`src/verilog/disp_pkg.sv`:
```
package disp_pkg;
  localparam int CLK_HZ = 250_000_000;
  localparam int TICK_MS = 1;
  localparam int TICK_CYC = CLK_HZ / 1000 * TICK_MS;
  localparam int MS_W = 15;
  localparam int TEXT_STEP_S = 3;
  localparam int ROTATIONS = 3;
  localparam int DWELL_S = 27;
  localparam int BLINK_PERIOD_S = 2;
  localparam int WARN_ALT_S = 2;
  localparam int ZERO_HOLD_S = 1;
  localparam int INFO_STEP_S = 2;
  localparam int FEEDBACK_S = 2;
  localparam int DEBOUNCE_MS = 20;
  localparam logic [MS_W-1:0] TEXT_MS = MS_W'(TEXT_STEP_S * 1000);
  localparam logic [MS_W-1:0] BLINK_MS = MS_W'(BLINK_PERIOD_S * 500);
  localparam logic [MS_W-1:0] WARN_MS = MS_W'(WARN_ALT_S * 1000);
  localparam logic [MS_W-1:0] ZHOLD_MS = MS_W'(ZERO_HOLD_S * 1000);
  localparam logic [MS_W-1:0] INFO_MS = MS_W'(INFO_STEP_S * 1000);
  localparam logic [MS_W-1:0] FB_MS = MS_W'(FEEDBACK_S * 1000);
  localparam logic [MS_W-1:0] DB_MS = MS_W'(DEBOUNCE_MS);
  localparam int NUM_SLOTS = 4;
  localparam int CODE_W = 4;
  localparam int SLOT_W = 5;
  localparam logic [SLOT_W-1:0] SLOT_UNINIT = 5'h10;
  localparam logic [SLOT_W-1:0] CODE_TB_PV = 5'h00;
  localparam int VALUE_DIGITS = 5;
  localparam int TEXT_CHARS = 7;
  localparam logic [5:0] BAR_SEGS = 6'h32;
  localparam logic [6:0] PCT_FULL = 7'h64;
  localparam logic [1:0] COLD_SAMPLE_AT = 2'h2;
  typedef enum logic [3:0] {SCR_STATUS, SCR_TAG, SCR_UNIT, SCR_NEXT_TAG,
    SCR_ERROR, SCR_WARNING, SCR_ZERO_DONE, SCR_ZERO_REFUSED, SCR_SWITCHES,
    SCR_DEVICE_REVISION, SCR_DESCRIPTOR_REVISION, SCR_SELFTEST} scr_e;
endpackage

```
`src/verilog/local_display_ctrl.sv`:
```
`timescale 1ns/100ps
module local_display_ctrl import disp_pkg::*; #(
  parameter int TICK_CYCLES = TICK_CYC
) (
  input wire logic CORE_CLK, // Core clock
  input wire logic RST, // Synchronous reset, high
  input wire logic [3:0] SWITCH_PINS, // DIP switches 1..4, high = on
  input wire logic ZERO_BTN_PIN, // Zero button, high = pressed
  input wire logic INFO_BTN_PIN, // Info button, high = pressed
  input wire logic HW_LOCK_SUPPORTED, // Feature selection lock bit
  input wire logic CFG_WRITE_REQ, // Configuration write attempt
  input wire logic SIM_REQ, // Simulation requested
  input wire logic SELFTEST_DONE, // Power-up self-test finished
  input wire logic AUTOSCROLL_EN, // Auto-scroll enable
  input wire logic [2:0] SLOT_SELECT, // Slot selector 1..4
  input wire logic SLOT_WE, // Slot code write strobe
  input wire logic [1:0] SLOT_IDX, // Slot written
  input wire logic [SLOT_W-1:0] SLOT_DATA, // Code, 5'h10 = uninit
  input wire logic ERROR_PRESENT, // Error condition
  input wire logic WARNING_PRESENT, // Warning condition
  input wire logic [6:0] PCT_OUT_SCALE, // Percent of output scale
  input wire logic [6:0] PCT_SENSOR_RANGE, // Percent of sensor range
  output logic WRITE_LOCKED, // Lock in force
  output logic CFG_WRITE_REJECT, // Write attempt refused
  output logic SIM_ALLOWED, // Simulation permitted
  output logic LOAD_DEFAULTS, // Cold-start default load pulse
  output logic ZERO_ALIGN, // Zero value and low cal point pulse
  output logic [3:0] DISP_SCREEN, // Screen content selector
  output logic [CODE_W-1:0] DISP_VAR, // Variable code shown
  output logic DISP_BLANK, // Blink-off phase
  output logic DISP_ALL_ON, // All segments lit
  output logic [5:0] DISP_BAR, // Lit bargraph segments
  output logic [15:0] DISP_SW_DIGITS // Switch digits, switch 1 high
);
  logic [5:0] meta_q, sync_q;
  logic [$clog2(TICK_CYCLES)-1:0] pre_q;
  logic tick_q;
  logic [1:0] btn_q, btn_prev_q;
  logic lock;
  logic [1:0] start_q;
  logic [SLOT_W-1:0] slot_q [NUM_SLOTS];
  logic [1:0] cur_q, nxt;
  logic [MS_W-1:0] text_ms_q, blink_ms_q, warn_ms_q, zh_ms_q, fb_ms_q;
  logic [MS_W-1:0] info_ms_q;
  logic [1:0] phase_q, rot_q, info_q;
  logic trans_q, blink_q, warn_q, fb_q, fb_ok_q;
  logic text_end, z_rel, z_long;
  scr_e scr_d;
  logic [6:0] pct;

  // Two-stage synchronizers for switches and buttons
  always_ff @(posedge CORE_CLK) begin
    if (RST) begin
      meta_q <= 6'h00;
      sync_q <= 6'h00;
    end else begin
      meta_q <= {INFO_BTN_PIN, ZERO_BTN_PIN, SWITCH_PINS};
      sync_q <= meta_q;
    end
  end

  // Millisecond tick
  always_ff @(posedge CORE_CLK) begin
    if (RST || pre_q == ($clog2(TICK_CYCLES))'(TICK_CYCLES - 1)) begin
      pre_q <= '0;
    end else begin
      pre_q <= pre_q + 1'b1;
    end
    tick_q <= !RST && pre_q == ($clog2(TICK_CYCLES))'(TICK_CYCLES - 1);
  end

  // Button debounce: level must hold steady for the debounce time
  for (genvar b = 0; b < 2; b++) begin : g_db
    logic [MS_W-1:0] db_q;
    always_ff @(posedge CORE_CLK) begin
      if (RST) begin
        db_q <= '0;
        btn_q[b] <= 1'b0;
      end else if (sync_q[4+b] == btn_q[b]) begin
        db_q <= '0;
      end else if (tick_q) begin
        db_q <= db_q + 1'b1;
        if (db_q == DB_MS - 1'b1) begin
          btn_q[b] <= sync_q[4+b];
        end
      end
    end
  end

  always_ff @(posedge CORE_CLK) begin
    btn_prev_q <= RST ? 2'h0 : btn_q;
  end

  // Write lock, rejection and simulation gate
  assign lock = sync_q[0] && HW_LOCK_SUPPORTED;
  always_ff @(posedge CORE_CLK) begin
    if (RST) begin
      WRITE_LOCKED <= 1'b0;
      CFG_WRITE_REJECT <= 1'b0;
      SIM_ALLOWED <= 1'b0;
    end else begin
      WRITE_LOCKED <= lock;
      CFG_WRITE_REJECT <= CFG_WRITE_REQ && lock;
      SIM_ALLOWED <= SIM_REQ && sync_q[1];
    end
  end

  // Cold-start switch caught once the synchronizer holds a real sample
  always_ff @(posedge CORE_CLK) begin
    if (RST) begin
      start_q <= 2'h0;
      LOAD_DEFAULTS <= 1'b0;
    end else begin
      if (start_q != 2'h3) begin
        start_q <= start_q + 1'b1;
      end
      LOAD_DEFAULTS <= start_q == COLD_SAMPLE_AT && sync_q[2];
    end
  end

  // Selection slots; writes refused under lock
  always_ff @(posedge CORE_CLK) begin
    if (RST) begin
      for (int i = 0; i < NUM_SLOTS; i++) begin
        slot_q[i] <= (i == 0) ? CODE_TB_PV : SLOT_UNINIT;
      end
    end else if (SLOT_WE && !lock) begin
      slot_q[SLOT_IDX] <= SLOT_DATA;
    end
  end

  // Next initialized slot after the current one
  always_comb begin
    nxt = cur_q;
    for (int i = 3; i >= 1; i--) begin
      if (slot_q[2'(cur_q + 2'(i))] != SLOT_UNINIT) begin
        nxt = 2'(cur_q + 2'(i));
      end
    end
  end

  assign text_end = tick_q && text_ms_q == TEXT_MS - 1'b1;

  // Text rotation, rotation count and slot stepping
  always_ff @(posedge CORE_CLK) begin
    if (RST) begin
      text_ms_q <= '0;
      phase_q <= 2'h0;
      rot_q <= 2'h0;
      trans_q <= 1'b0;
      cur_q <= 2'h0;
    end else begin
      if (tick_q) begin
        text_ms_q <= text_end ? '0 : text_ms_q + 1'b1;
      end
      if (!AUTOSCROLL_EN) begin
        trans_q <= 1'b0;
        rot_q <= 2'h0;
        if (SLOT_SELECT >= 3'h1 && SLOT_SELECT <= 3'h4) begin
          cur_q <= 2'(SLOT_SELECT - 3'h1);
        end
      end
      if (text_end) begin
        if (trans_q) begin
          trans_q <= 1'b0;
          phase_q <= 2'h0;
          rot_q <= 2'h0;
          cur_q <= nxt;
        end else if (phase_q == 2'h2) begin
          phase_q <= 2'h0;
          rot_q <= rot_q + 1'b1;
          if (AUTOSCROLL_EN && rot_q == 2'(ROTATIONS - 1)) begin
            trans_q <= 1'b1;
          end
        end else begin
          phase_q <= phase_q + 1'b1;
        end
      end
    end
  end

  // Error blink and warning alternation timers
  always_ff @(posedge CORE_CLK) begin
    if (RST) begin
      blink_ms_q <= '0;
      warn_ms_q <= '0;
      blink_q <= 1'b0;
      warn_q <= 1'b0;
    end else if (tick_q) begin
      blink_ms_q <= blink_ms_q + 1'b1;
      warn_ms_q <= warn_ms_q + 1'b1;
      if (blink_ms_q == BLINK_MS - 1'b1) begin
        blink_ms_q <= '0;
        blink_q <= !blink_q;
      end
      if (warn_ms_q == WARN_MS - 1'b1) begin
        warn_ms_q <= '0;
        warn_q <= !warn_q;
      end
    end
  end

  assign z_rel = btn_prev_q[0] && !btn_q[0];
  assign z_long = zh_ms_q > ZHOLD_MS;

  // Zero button hold timing, alignment and feedback
  always_ff @(posedge CORE_CLK) begin
    if (RST) begin
      zh_ms_q <= '0;
      fb_ms_q <= '0;
      fb_q <= 1'b0;
      fb_ok_q <= 1'b0;
      ZERO_ALIGN <= 1'b0;
    end else begin
      ZERO_ALIGN <= z_rel && z_long && !lock;
      if (!btn_q[0]) begin
        zh_ms_q <= '0;
      end else if (tick_q && !zh_ms_q[MS_W-1]) begin
        zh_ms_q <= zh_ms_q + 1'b1;
      end
      if (z_rel && z_long) begin
        fb_q <= 1'b1;
        fb_ok_q <= !lock;
        fb_ms_q <= '0;
      end else if (tick_q && fb_q) begin
        fb_ms_q <= fb_ms_q + 1'b1;
        fb_q <= fb_ms_q != FB_MS - 1'b1;
      end
    end
  end

  // Info button screen sequence
  always_ff @(posedge CORE_CLK) begin
    if (RST || !btn_q[1]) begin
      info_ms_q <= '0;
      info_q <= 2'h0;
    end else if (tick_q) begin
      info_ms_q <= info_ms_q + 1'b1;
      if (info_ms_q == INFO_MS - 1'b1) begin
        info_ms_q <= '0;
        info_q <= (info_q == 2'h2) ? 2'h0 : info_q + 1'b1;
      end
    end
  end

  // Screen priority
  always_comb begin
    scr_d = scr_e'(phase_q);
    if (!SELFTEST_DONE) begin
      scr_d = SCR_SELFTEST;
    end else if (ERROR_PRESENT) begin
      scr_d = SCR_ERROR;
    end else if (fb_q) begin
      scr_d = fb_ok_q ? SCR_ZERO_DONE : SCR_ZERO_REFUSED;
    end else if (btn_q[1]) begin
      scr_d = scr_e'(4'(SCR_SWITCHES) + 4'(info_q));
    end else if (WARNING_PRESENT && warn_q) begin
      scr_d = SCR_WARNING;
    end else if (trans_q) begin
      scr_d = SCR_NEXT_TAG;
    end
  end

  // Bargraph percent source and clamp
  always_comb begin
    pct = (slot_q[cur_q] == CODE_TB_PV) ? PCT_SENSOR_RANGE : PCT_OUT_SCALE;
    if (pct > PCT_FULL) begin
      pct = PCT_FULL;
    end
  end

  // Display outputs
  always_ff @(posedge CORE_CLK) begin
    if (RST) begin
      DISP_SCREEN <= 4'(SCR_SELFTEST);
      DISP_VAR <= CODE_W'(CODE_TB_PV);
      DISP_BLANK <= 1'b0;
      DISP_ALL_ON <= 1'b1;
      DISP_BAR <= 6'h00;
      DISP_SW_DIGITS <= 16'h0000;
    end else begin
      DISP_SCREEN <= 4'(scr_d);
      DISP_VAR <= CODE_W'(trans_q ? slot_q[nxt] : slot_q[cur_q]);
      DISP_BLANK <= scr_d == SCR_ERROR && blink_q;
      DISP_ALL_ON <= !SELFTEST_DONE;
      DISP_BAR <= 6'(pct >> 1);
      for (int i = 0; i < 4; i++) begin
        DISP_SW_DIGITS[15-4*i -: 4] <= {3'h0, sync_q[i]};
      end
    end
  end
endmodule

```
`config.mk`:
```
export PLATFORM = sky130hd
export DESIGN_NAME = local_display_ctrl
export DESIGN_NICKNAME = d
export VERILOG_FILES = /design/src/verilog/disp_pkg.sv /design/src/verilog/local_display_ctrl.sv
export SDC_FILE = /design/constraint.sdc
export NUM_CORES = 1
export LEC_CHECK = 0
export CORE_UTILIZATION = 43
export DETAILED_ROUTE_END_ITERATION = 6
export DONT_BUFFER_PORTS = 1
export GPL_TIMING_DRIVEN = 0
export PLACE_DENSITY = 0.67
export SYNTH_ARGS = -nofsm -noshare
export SYNTH_HDL_FRONTEND = slang
export SYNTH_SLANG_ARGS = --single-unit
```
`constraint.sdc`:
```
create_clock -name CORE_CLK -period 3.8 [get_ports CORE_CLK]
set_input_delay 0.38 -clock CORE_CLK [delete_from_list [all_inputs] [get_ports CORE_CLK]]
set_output_delay 0.38 -clock CORE_CLK [all_outputs]
set_load 0.1 [all_outputs]
```
After elaboration in Yosys (flattened, before gate mapping)
Memory sizes are Yosys's and may differ from the RTL's. A register that Yosys moved wholly into a read port is not among the register bits.
Cells that the tools add are included.
Word-level totals
  bits in registers: 206
  bits in latches: 0
  memory bits (writable): 20
  memory bits (read-only): 0
  input port bits: 40
  output and inout bits: 37
  logic and storage cells: 166
  memories kept: 1
Memories
  slot_q: depth 4, bits a word 5, rd ports 5, clocked after memory_dff 1, write ports 4, RTL line local_display_ctrl.sv:41  | logic [SLOT_W-1:0] slot_q [NUM_SLOTS];
Cells by class
  $add $sub $neg: 18
  multipliers: 0
  div/mod/pow operators: 0
  magnitude comparators: 4
  equal/unequal tests: 19
  shift operators: 0
  muxes and demuxes: 44
  bitwise operators: 3
  reductions and logical operators: 39
Operators with widths (count)
  $add 15x1->15 const B: 8
  $mux 15: 4
  $mux 2: 17
  $eq 15x11->1 const B: 2
  $eq 15x5->1 const B: 2
  $mux 4: 5
  $add 18x1->18 const B: 1
  $eq 18x18->1 const B: 1
  $logic_and 1x1->1: 16
  $eq 15x10->1 const B: 1
  $eq 15x12->1 const B: 1
  $gt 15x10->1 const B: 1
  $ne 15x11->1 const B: 1
  $ne 5x5->1 const B: 3
  $mux 1: 14
  $mux 7: 2
  $add 2x1->2 const B: 5
  $reduce_or 2->1: 5
  $eq 2x2->1 const B: 4
  $logic_not 1->1: 8
  $gt 7x7->1 const B: 1
  $reduce_and 2->1: 3
  $reduce_and 3->1: 2
  $logic_not 5->1: 1
  14 further kinds: 19

Logic depth before layout (Yosys ltp)
Gate-level depths: netlist (run 1).
An unclocked memory read counts as a cell.
  depth in word-level cells: 9
  depth in mapped cells: 10
  mapped depth without buffers: 8

Worst setup path before layout (run 1)
OpenSTA, ideal clock, no wires.
  path kind: register -> register
  from: memory slot_q[1][0]
  to: register cur_q[0]
  library setup time: 0.074 ns
  data arrival time: 1.864 ns
  required time: 3.726 ns
  slack: 1.862 ns
  cell stages (with the launch flop): 7
  path buffers: 0
  clock period less this slack: 1.938 ns
  path through: edfxtp_1 -> nor4_2 -> and2_2 -> nor2_1 -> mux4_2 -> or3b_1 -> a31oi_1
RTL lines
  from (decl): RTL line local_display_ctrl.sv:41
  to (signal assigned): RTL line local_display_ctrl.sv:160  | cur_q <= 2'(SLOT_SELECT - 3'h1);
  to (signal assigned): RTL line local_display_ctrl.sv:168  | cur_q <= nxt;
  to (decl): RTL line local_display_ctrl.sv:42  | logic [1:0] cur_q, nxt;

==> metrics.md, run 1 <==
| Metric | Value |
|---|---|
| Status | `complete, no violations` |
| CP max stage delay | `0.50 ns` |
| Crit path required time | `between 4 and 5 ns` |
| CTS Buf Count | `24` |
| Crit. End Element | `register` |
| TritonCTS Sinks | `214` |
| Mux cell area share after synthesis | `3.53%` |
| WL final | `between 15 and 20 mm` |
| Vias per inst | `5.05` |
| Peak VDD IR | `226 uV` |
| Layout Skew | `0.00823 ns` |
| Main combinational cell family by area after synthesis | `simple AND/OR/NAND/NOR gates` |
| Syn Area/Cell | `between 9 and 10 um2` |
| Synth unique cells | `62` |
| Layout cells sized above 1 | `7.85%` |
| Post-route ant nets | `0` |
| Final Net Count | `~1100` |
| Drt pass-1 iters | `7` |
| # setup viols final | `0` |
| Final setup margin | `1.49 ns` |
| RSZ-0062 raised after global routing | `no` |
| # H-tree levels | `1` |
| Placed inst area | `9750 um2` |
| Antenna cell count | `0` |
| Post-synth EDFFs | `20` |
| Die height | `150 um` |
| Max Buffers Root-to-Sink | `3` |
| Worst slew margin | `33.8%` |
| Largest net degree at the start of global routing | `14` |
| # Max-Cap Violations | `0` |
| Post-route cell area | `roughly 11000 um2` |
| Critical-path top delay cell | `dfxtp_1` |
| Worst path arrival time | `~2.7 ns` |
| Post-Synthesis Cells | `1022` |
| Simple-Gate Fraction of Synth Area | `between 20% and 30%` |
| Detailed placer's ending HPWL | `13.3 mm` |
| Die X | `around 150 um` |
| Routed vias | `6859` |
| Via count of the first global-routing pass | `between 6000 and 7000` |
| Final hold viol count | `0` |
| Crit Path Class | `reg2reg` |
| Clock latency on the worst-skew pair | `approximately 0.5 ns` |
| Max Slew Vio Count | `0` |
| Final estimated routing congestion in global placement | `about 0.84` |
| GRT Resource Usage Total | `17.2%` |
| Sequential area share after synthesis | `47.9%` |
| Worst slack at placement | `1.44 ns` |
| Critical path launch point type | `register` |
| Maximum fanout along the worst path | `10` |
| Worst hold-check path type | `in2reg` |
| First-iteration detailed-routing DRC count | `between 200 and 300` |
| Post-synthesis register bit count | `between 200 and 250` |
| # IOs | `77` |
| Final Non-Filler Cells | `about 1400` |
| GR Overflow Total | `0` |
| Area grow syn2layout | `13.5%` |
| Clock Tree Root | `clkbuf_16` |
| WL/cell | `approximately 14 um` |
| Synth Cell Area | `9360 um2` |
| Worst slew pin tran | `0.992 ns` |
| Starting Density | `44.3%` |
| Prevailing post-synth register cell | `dfxtp_1` |
| # resized after CTS | `0` |
| # DRC | `0` |
| Clk slew on worst S/H paths | `0.06 ns` |
| Buffers plus inverters on the worst setup path | `2` |
| Die area | `22400 um2` |
| Placed insts | `between 1000 and 1500` |
| Pwr per Cell Area | `472 nW/um2` |
| Buffers on Ports | `0` |
| Antenna violations before repair | `0` |
| First-pass GRT wire length | `31.3 mm` |
| Setup_tns | `0 ns` |
| Fin crit period | `2.31 ns` |
| Syn. warnings | `0` |
| Compound-Gate Fraction of Synth Area | `5.10%` |
| Critical path's top delay family | `simple AND/OR/NAND/NOR gates` |
| Pleak | `between 3 and 4 nW` |
| Critical path, cell by cell | `buf_2, clkbuf_1, nand4_1, nor2_1, nand4_1, xor2_1, nor2_1` |
| Fin crit share | `60.8%` |
| CTS tree | `done` |
| Max Clk Rate | `433 MHz` |
| Post-synthesis adder-cell area fraction | `2.00%` |
| Hold WS | `0.0268 ns` |
| Async set-reset flop share out of synthesis | `0%` |
| Site Rows | `53` |
| Core ar. | `21200 um2` |
| Post-Synth XOR/XNOR Area | `10.9%` |
path summary, 6_finish.rpt:
kind | startpoint | end | slack [ns] | cells past startpoint
worst max register to register | tick_q | g_db[1].db_q[11] | 1.49 | 7
worst min register to register | sync_q[3] | DISP_SW_DIGITS[0] | 0.43 | 1
worst max-delay path | tick_q | g_db[1].db_q[11] | 1.49 | 7
worst min-delay path | AUTOSCROLL_EN | trans_q | 0.03 | 1
worst register-to-register path, delay by kind of cell (launching register included):
kind / cells / cell delay, ns
AND/OR/NAND/NOR: 4 / 0.78
buffers and inverters: 2 / 0.75
flip-flops: 1 / 0.50
XOR/XNOR: 1 / 0.16
synthesized netlist by cell type (11+ instances only):
master | count | area (um2)
and2_1 | 24 | 150
a21oi_1 | 35 | 175
xnor2_1 | 42 | 368
xor2_1 | 74 | 648
dfxtp_1 | 194 | 3880
inv_1 | 25 | 93.8
clkbuf_1 | 23 | 86.3
o21ai_0 | 18 | 90.1
nand2b_1 | 15 | 93.8
nand2_1 | 83 | 312
ha_1 | 15 | 188
nor4_1 | 11 | 68.8
nor3_1 | 21 | 105
nor2_1 | 183 | 687
nand3_1 | 32 | 160
nor2b_1 | 21 | 131
buf_4 | 12 | 90.1
and3_1 | 16 | 100
nand4_1 | 37 | 231
edfxtp_1 | 20 | 601
mux2i_1 | 18 | 180
or3_1 | 18 | 113
cell type report:
type,count,area (um2)
plain buffers,44,268
clock buffers,27,653
clock inverters,16,158
repair buffers,7,70.1
fillers,1948,10500
inverters,25,93.8
well taps,275,344
multi-input cells,750,4560
flip-flops and latches,214,4480
placed cells by master, fill, tap and decap left out, types with 5 or more instances in the layout:
cell type / count
nand4_1: 37
a21oi_1: 35
xnor2_1: 42
clkbuf_16: 25
inv_1: 25
nor2_1: 183
o221ai_1: 6
clkbuf_1: 23
or3_1: 18
and2_1: 24
nand3_1: 32
nand2b_1: 15
buf_4: 12
mux2i_1: 18
nor2b_1: 21
dlygate4sd3_1: 7
edfxtp_1: 20
and3_1: 16
clkinv_2: 8
or2_2: 8
nor4b_1: 6
dfxtp_1: 194
nor4_1: 11
xor2_1: 74
mux4_2: 5
ha_1: 15
nor3b_1: 5
o21ai_0: 18
clkbuf_8: 5
nor3_1: 21
and4_1: 6
nand2_1: 83
conb_1: 12
flip-flops by register name, indices dropped and copies added (netlist names), 2 cells and up:
register and flops:
g_db.db_q 30, slot_q 20, pre_q 18, blink_ms_q 15
fb_ms_q 15, info_ms_q 15, text_ms_q 15, warn_ms_q 15
zh_ms_q 15, DISP_BAR 6, meta_q 6, sync_q 6
DISP_SCREEN 4, DISP_SW_DIGITS 4, DISP_VAR 4, btn_q 2
cur_q 2, info_q 2, phase_q 2, rot_q 2
start_q 2
logic make-up (layout without fill, tap and decap cells):
logic type | Yosys count | count (layout)
and+or+nand+nor | 504 | 504
DFF | 214 | 214
xor gates and xnor gates | 116 | 116
AOI/OAI and AO/OA | 78 | 78
buffers and inverters | 69 | 119
muxes | 25 | 25
adders and majority gates | 15 | 15
other | 1 | 12
through the flow:
stage          total power [mW]  utilization (%)
2_1_floorplan              2.67                -
3_3_place_gp               2.71             46.1
3_5_place_dp               2.72             46.1
4_1_cts                    5.08             50.2
5_1_grt                    5.19             50.2
6_report                   5.02             50.2
report_power, final:
| part | switching (mW) | internal [mW] |
|---|---|---|
| clock | 0.909 | 1.43 |
| combinational | 0.154 | 0.0877 |
| sequential | 0.118 | 2.32 |
| total | 1.18 | 3.84 |
what timing repair did:
item,in CTS,in global routing
hold endpoints to repair,7,0
hold buffers,7,0
buffers inserted,0,0
per-layer routing:
layer	routed length, um	part of all wire, %	track usage [%]	vias up
li1	-	-	-	3540
met1	8720	46	21.4	3172
met2	8790	47	29.1	107
met3	751	4.0	3.57	40
met4	528	2.8	6.07	0
met5	0	0	0	-
No activity file was read; power rests on OpenSTA's default activity.
==> inputs of run 2 (changes only) <==
- clock period: 3.8 -> 2.4 ns (I/O delays scaled with it)
==> run 2 against run 1 <==
  * Final cell count is 2.0% higher
  * Clock power rose by 59%
  * Sequential power grew 58%
  * Sequential cell count unchanged
  * First-iteration DRC count up 23%
  * Wire length grew 3.1%
  * Non-clock buffer count grew 26
  * Combinational power up 75%
  * Worst setup slack worse by 1.3 ns
  * Critical path depth down 1
  * Design area grew 2.6%
  * Critical path type unchanged
  * Largest power group unchanged
==> metrics.md, run 2 (synthesis gave the netlist of run 1 again) <==
| Metric | Value |
|---|---|
| Status | `complete, no violations` |
| Buffers on Ports | `0` |
| Area grow syn2layout | `16.4%` |
| Final Non-Filler Cells | `1385` |
| Final setup margin | `0.159 ns` |
| Final estimated routing congestion in global placement | `0.839` |
| Final Util | `51.5%` |
| Final Net Count | `1147` |
| # H-tree levels | `1` |
| Final hold viol count | `0` |
| CTS tree | `done` |
| GRT Resource Usage Total | `17.7%` |
| Max Buffers Root-to-Sink | `3` |
| Most frequent cells in the layout | `dfxtp_1, nor2_1, nand2_1` |
| Max Slew Vio Count | `0` |
| CTS Buf Count | `24` |
| Critical path launch point type | `register` |
| RR Startpoint | `slot_q[0][1]` |
| Clock latency on the worst-skew pair | `0.52 ns` |
| Post-route ant nets | `0` |
| Worst hold-check path type | `in2reg` |
| First-iteration detailed-routing DRC count | `about 320` |
| Filler cell count | `1921` |
| Critical-path top delay cell | `nor4_1` |
| WL/cell | `14.0 um` |
| Detailed placer's ending HPWL | `13.3 mm` |
| Drt pass-1 iters | `7` |
| Die X | `150 um` |
| # Max-Cap Violations | `0` |
| Setup_tns | `0 ns` |
| Max Clk Rate | `446 MHz` |
| Antenna violations before repair | `0` |
| Hold_sp | `PCT_OUT_SCALE[4]` |
| Critical path, cell by cell | `nor4_1, and2_1, nor2_1, mux4_2, or3b_1, a31oi_1` |
| Core ar. | `21200 um2` |
| Fin crit share | `93.4%` |
| WL final | `around 19 mm` |
| Setup crit start | `slot_q[0][1]` |
| Worst slack at placement | `0.0449 ns` |
| Layout cells sized above 1 | `7.84%` |
| Placed insts | `about 1300` |
| GR Overflow Total | `0` |
| Vias per inst | `5.06` |
| Worst slew margin | `33.4%` |
| Worst slew pin tran | `~1.0 ns` |
| Top reg by flops | `g_db.db_q` |
| Buffers plus inverters on the worst setup path | `0` |
| Largest regs | `g_db.db_q: 30 flops, slot_q: 20 flops, pre_q: 18 flops` |
| Clk slew on worst S/H paths | `approximately 0.060 ns` |
| # IOs | `77` |
| Die area | `22400 um2` |
| Leading cell type in the layout, fill and taps excluded | `dfxtp_1` |
| RSZ-0062 raised after global routing | `no` |
| Pleak | `3.94 nW` |
| Largest net degree at the start of global routing | `14` |
| Clock Tree Root | `clkbuf_16` |
| # setup viols final | `0` |
| Fin crit period | `~2.2 ns` |
| Layout Skew | `0.0104 ns` |
| Crit. End Element | `register` |
| Post-route cell area | `10900 um2` |
| CP max stage delay | `around 0.47 ns` |
| # DRC | `0` |
| Pwr per Cell Area | `733 nW/um2` |
| Crit path required time | `2.84 ns` |
| Die height | `between 100 and 150 um` |
| Crit Path Class | `reg2reg` |
| Routed vias | `7010` |
| Overall power | `7.99 mW` |
| Starting Density | `44.3%` |
| Via count of the first global-routing pass | `between 6000 and 7000` |
| Placed inst area | `9750 um2` |
| Max FFs per register | `30` |
| Hold WS | `between 0.015 and 0.02 ns` |
| Critical path's top delay family | `simple AND/OR/NAND/NOR gates` |
| Peak VDD IR | `358 uV` |
| Maximum fanout along the worst path | `3` |
| Site Rows | `53` |
| Worst path arrival time | `between 2 and 3 ns` |
| TritonCTS Sinks | `214` |
| First-pass GRT wire length | `between 30 and 40 mm` |
run 2: changes by cell type in the layout (fill, tap and decap cells not counted), sizes merged:
cell         change
clkbuf           -1
diode            +1
dlygate4sd3     +27
run 2: path summary, 6_finish.rpt:
kind	to	slack, ns	depth (start not counted)
worst min-delay path	DISP_BAR[3]	0.02	3
worst max register to register	cur_q[0]	0.16	6
worst max-delay path	cur_q[0]	0.16	6
worst min register to register	sync_q[4]	0.43	1
run 2: tightest hold or removal path, cell delays in order:
cell and delay [ns]:
and3_1 0.14, a41oi_1 0.04, nor2_1 0.07
run 2: layer usage:
layer  up-vias  track usage [%]  part of all wire, %
li1       3595                -                    -
met5         -                0                    0
met2       108             30.2                   48
met1      3269             22.1                   46
met3        38             3.41                  3.7
met4         0             6.28                  2.5
run 2: timing repair:
item,in CTS,in global routing
setup buffers,0,0
hold endpoints to repair,45,0
endpoints found under the setup margin,0,37
resized for setup,0,4
hold buffers,34,0
run 2: where the power goes:
| part | internal [mW] | switching, mW | total [mW] |
|---|---|---|---|
| Clock | 2.27 | 1.44 | 3.71 |
| Combinational | 0.167 | 0.257 | 0.423 |
| Sequential | 3.67 | 0.187 | 3.85 |
| Total | 6.10 | 1.89 | 7.99 |
run 2: final cells by class:
class / instances / area, um2 / area share, %
Multi-Input combinational cell: 750 / 4560 / 41.8
Sequential cell: 214 / 4480 / 41.1
Clock buffer: 27 / 653 / 5.99
Tap cell: 275 / 344 / 3.16
Timing Repair Buffer: 34 / 340 / 3.12
Buffer: 43 / 267 / 2.44
Clock inverter: 16 / 158 / 1.45
Inverter: 25 / 93.8 / 0.861
Antenna cell: 1 / 2.50 / 0.0230
==> inputs of run 3 (changes only) <==
- ABC_AREA: not set -> 1
==> run 3 against run 2 <==
  * Clock skew rose by 0.017 ns
  * First-iteration DRC count grew 35%
  * Non-clock buffer count is 5 lower
  * Global-route usage is 0.096 points higher
  * Worst setup slack got worse by 0.028 ns
  * Critical endpoint is now DISP_BAR[0]
  * Area after synthesis increased by 7.6%
  * Combinational power rose by 26%
  * Via count up 21%
  * Final cell count grew 24%
  * Utilization down 0.082 points
==> metrics.md, run 3 <==
| Metric | Value |
|---|---|
| Top reg by flops | `g_db.db_q` |
| Fin crit share | `94.6%` |
| Final hold viol count | `0` |
| Max Slew Vio Count | `0` |
| Worst slew pin tran | `0.982 ns` |
| Post-route ant nets | `0` |
| Count leader, synth | `nand2_1` |
| Post-synthesis register bit count | `214` |
| Max Buffers Root-to-Sink | `3` |
| Sequential area share after synthesis | `44.5%` |
| Synth unique cells | `58` |
| Synth top cells by count | `nand2_1, dfxtp_1, nor2_1` |
| Crit path capture | `DISP_BAR[0]` |
| Syn. warnings | `0` |
| Clk slew on worst S/H paths | `0.06 ns` |
| Routed vias | `about 8500` |
| Main area contributors after synthesis | `dfxtp_1, nand2_1, nor2_1, inv_1, edfxtp_1` |
| Status | `complete, no violations` |
| Post-synthesis adder-cell area fraction | `under 10%` |
| Crit. End Element | `register` |
| FF-to-FF End | `DISP_BAR[0]` |
| Pwr per Cell Area | `703 nW/um2` |
| Layout Skew | `0.0274 ns` |
| Antenna cell count | `0` |
| Buffers on Ports | `0` |
| Post-synth EDFFs | `20` |
| Clock latency on the worst-skew pair | `between 0.5 and 0.6 ns` |
| RR Startpoint | `cur_q[0]` |
| Compound-Gate Fraction of Synth Area | `9.43%` |
| Die height | `155 um` |
| Overall power | `8.23 mW` |
| Critical path launch point type | `register` |
| First-pass GRT wire length | `~36 mm` |
| Via count of the first global-routing pass | `7865` |
| Final estimated routing congestion in global placement | `just over 0.9` |
| Max Clk Rate | `441 MHz` |
| # DRC | `0` |
| Peak VDD IR | `616 uV` |
| Layout cells sized above 1 | `11.6%` |
| Worst r2r path cells | `14` |
| Mux cell area share after synthesis | `0.0994%` |
| Maximum fanout along the worst path | `10` |
| GR Overflow Total | `0` |
| First-iteration detailed-routing DRC count | `between 400 and 500` |
| RSZ-0062 raised after global routing | `no` |
| Largest net degree at the start of global routing | `14` |
| Syn Area/Cell | `7.70 um2` |
| Async set-reset flop share out of synthesis | `0%` |
| GRT Resource Usage Total | `17.8%` |
| Area grow syn2layout | `16.3%` |
| CTS tree | `done` |
| Core ar. | `22800 um2` |
| Drt pass-1 iters | `5` |
| Detailed placer's ending HPWL | `15.3 mm` |
| TritonCTS Sinks | `around 210` |
| Worst hold-check path type | `in2reg` |
| Worst slew margin | `34.4%` |
| Final Net Count | `1436` |
| Die X | `155 um` |
| WL final | `21.3 mm` |
| Main combinational cell family by area after synthesis | `simple AND/OR/NAND/NOR gates` |
| Reg2Reg Setup Slack | `0.13 ns` |
| # IOs | `77` |
| Crit path required time | `~2.9 ns` |
| Cell accounting for the most synthesized area | `dfxtp_1` |
| Synth Cell Area | `10100 um2` |
| CTS Buf Count | `24` |
| Setup crit start | `cur_q[0]` |
| Fin crit period | `approximately 2.3 ns` |
| Antenna violations before repair | `0` |
| Die area | `around 24000 um2` |
| Clock Tree Root | `clkbuf_16` |
| Largest regs | `g_db.db_q: 30 flops, slot_q: 20 flops, pre_q: 18 flops` |
| Simple-Gate Fraction of Synth Area | `32.5%` |
| Crit Path Class | `reg2reg` |
| Setup_tns | `0 ns` |
| Site Rows | `55` |
| Most frequent cells in the layout | `nand2_1, nor2_1, dfxtp_1` |
| Vias per inst | `roughly 4.9` |
| # H-tree levels | `1` |
| Post-Synth XOR/XNOR Area | `2.26%` |
| Worst path arrival time | `2.73 ns` |
| Starting Density | `44.2%` |
| Pleak | `4.58 nW` |
| Prevailing post-synth register cell | `dfxtp_1` |
| # setup viols final | `0` |
| Post-Synthesis Cells | `1308` |
| WL/cell | `12.4 um` |
| # Max-Cap Violations | `0` |
| Max FFs per register | `30` |
| Leading cell type in the layout, fill and taps excluded | `nand2_1` |
| Area fraction of the dominant cell type after synthesis | `slightly below 40%` |
| Hold Crit Depth | `2` |
==> run 3: kinds of logic after synthesis <==
group	after synthesis
simple gates	661
buf+inv	223
flops	214
compound gates	167
xor+xnor	26
fa+ha+maj	15
other cells	1
mux	1
==> run 3: layout make-up <==
class / instances / area (um2)
Clock inverter: 14 / 189
Timing Repair Buffer: 36 / 353
Fill cell: 2147 / 11100
Inverter: 187 / 709
Buffer: 36 / 233
Sequential cell: 214 / 4490
Tap cell: 313 / 392
Clock buffer: 30 / 653
Multi-Input combinational cell: 882 / 4700
==> run 3: worst min path at each step <==
stage                     end      startpoint
6_report         slot_q[1][0]     SLOT_IDX[0]
5_1_grt          slot_q[1][2]     SLOT_IDX[0]
4_1_cts          slot_q[2][0]     SLOT_IDX[1]
3_5_place_dp   DISP_SCREEN[3]   ERROR_PRESENT
3_3_place_gp   DISP_SCREEN[3]   ERROR_PRESENT
2_1_floorplan       meta_q[0]  SWITCH_PINS[0]
==> run 3: metrics by stage <==
step / std cells / cell area, um2 / setup WS, ns / utilization [%] / hold WS [ns]
after global routing: 1712 / 11700 / 0.00153 / 51.4 / 0.0284
after CTS: 1710 / 11700 / 0.0737 / 51.3 / 0.0117
final: 1712 / 11700 / 0.130 / 51.4 / 0.0236
after floorplan: 1319 / 10100 / 0.591 / - / 0.347
after detailed placement: 1632 / 10500 / -0.406 / 46.1 / 0.379
after global placement: 1632 / 10500 / -0.416 / 46.1 / 0.383
==> run 3: power by group <==
| group | leakage (nW) | internal (mW) | switching [mW] |
|---|---|---|---|
| Clock | 0.410 | 2.37 | 1.47 |
| Sequential | 1.77 | 3.67 | 0.188 |
| Combinational | 2.40 | 0.177 | 0.357 |
| Total | 4.58 | 6.21 | 2.02 |
==> run 3: layer usage <==
layer | track usage (%) | up-vias | routed length (um)
li1 | - | 4371 | -
met1 | 22.5 | 3869 | 10100
met2 | 31.1 | 181 | 9760
met3 | 2.76 | 41 | 968
met4 | 5.23 | 0 | 486
met5 | 0 | - | 0
==> run 3: critical path, stage by stage, from the launching register on <==
cell and delay, ns:
dfxtp_1 0.31, buf_6 0.14, inv_4 0.07, buf_8 0.13
nand2_1 0.05, nand2_1 0.11, nand2_1 0.06, nand2_1 0.07
nand3_2 0.09, nor2_4 0.13, buf_4 0.12, buf_2 0.14
o21ai_2 0.07, dlygate4sd3_1 0.57, nor2_1 0.13
==> run 3: repair_timing <==
| action | in CTS | in global routing |
|---|---|---|
| gates resized for setup | 0 | 7 |
| hold buffers | 34 | 0 |
| buffers inserted | 0 | 1 |
| endpoints found under the setup margin | 0 | 4 |
| hold endpoints to repair | 41 | 0 |
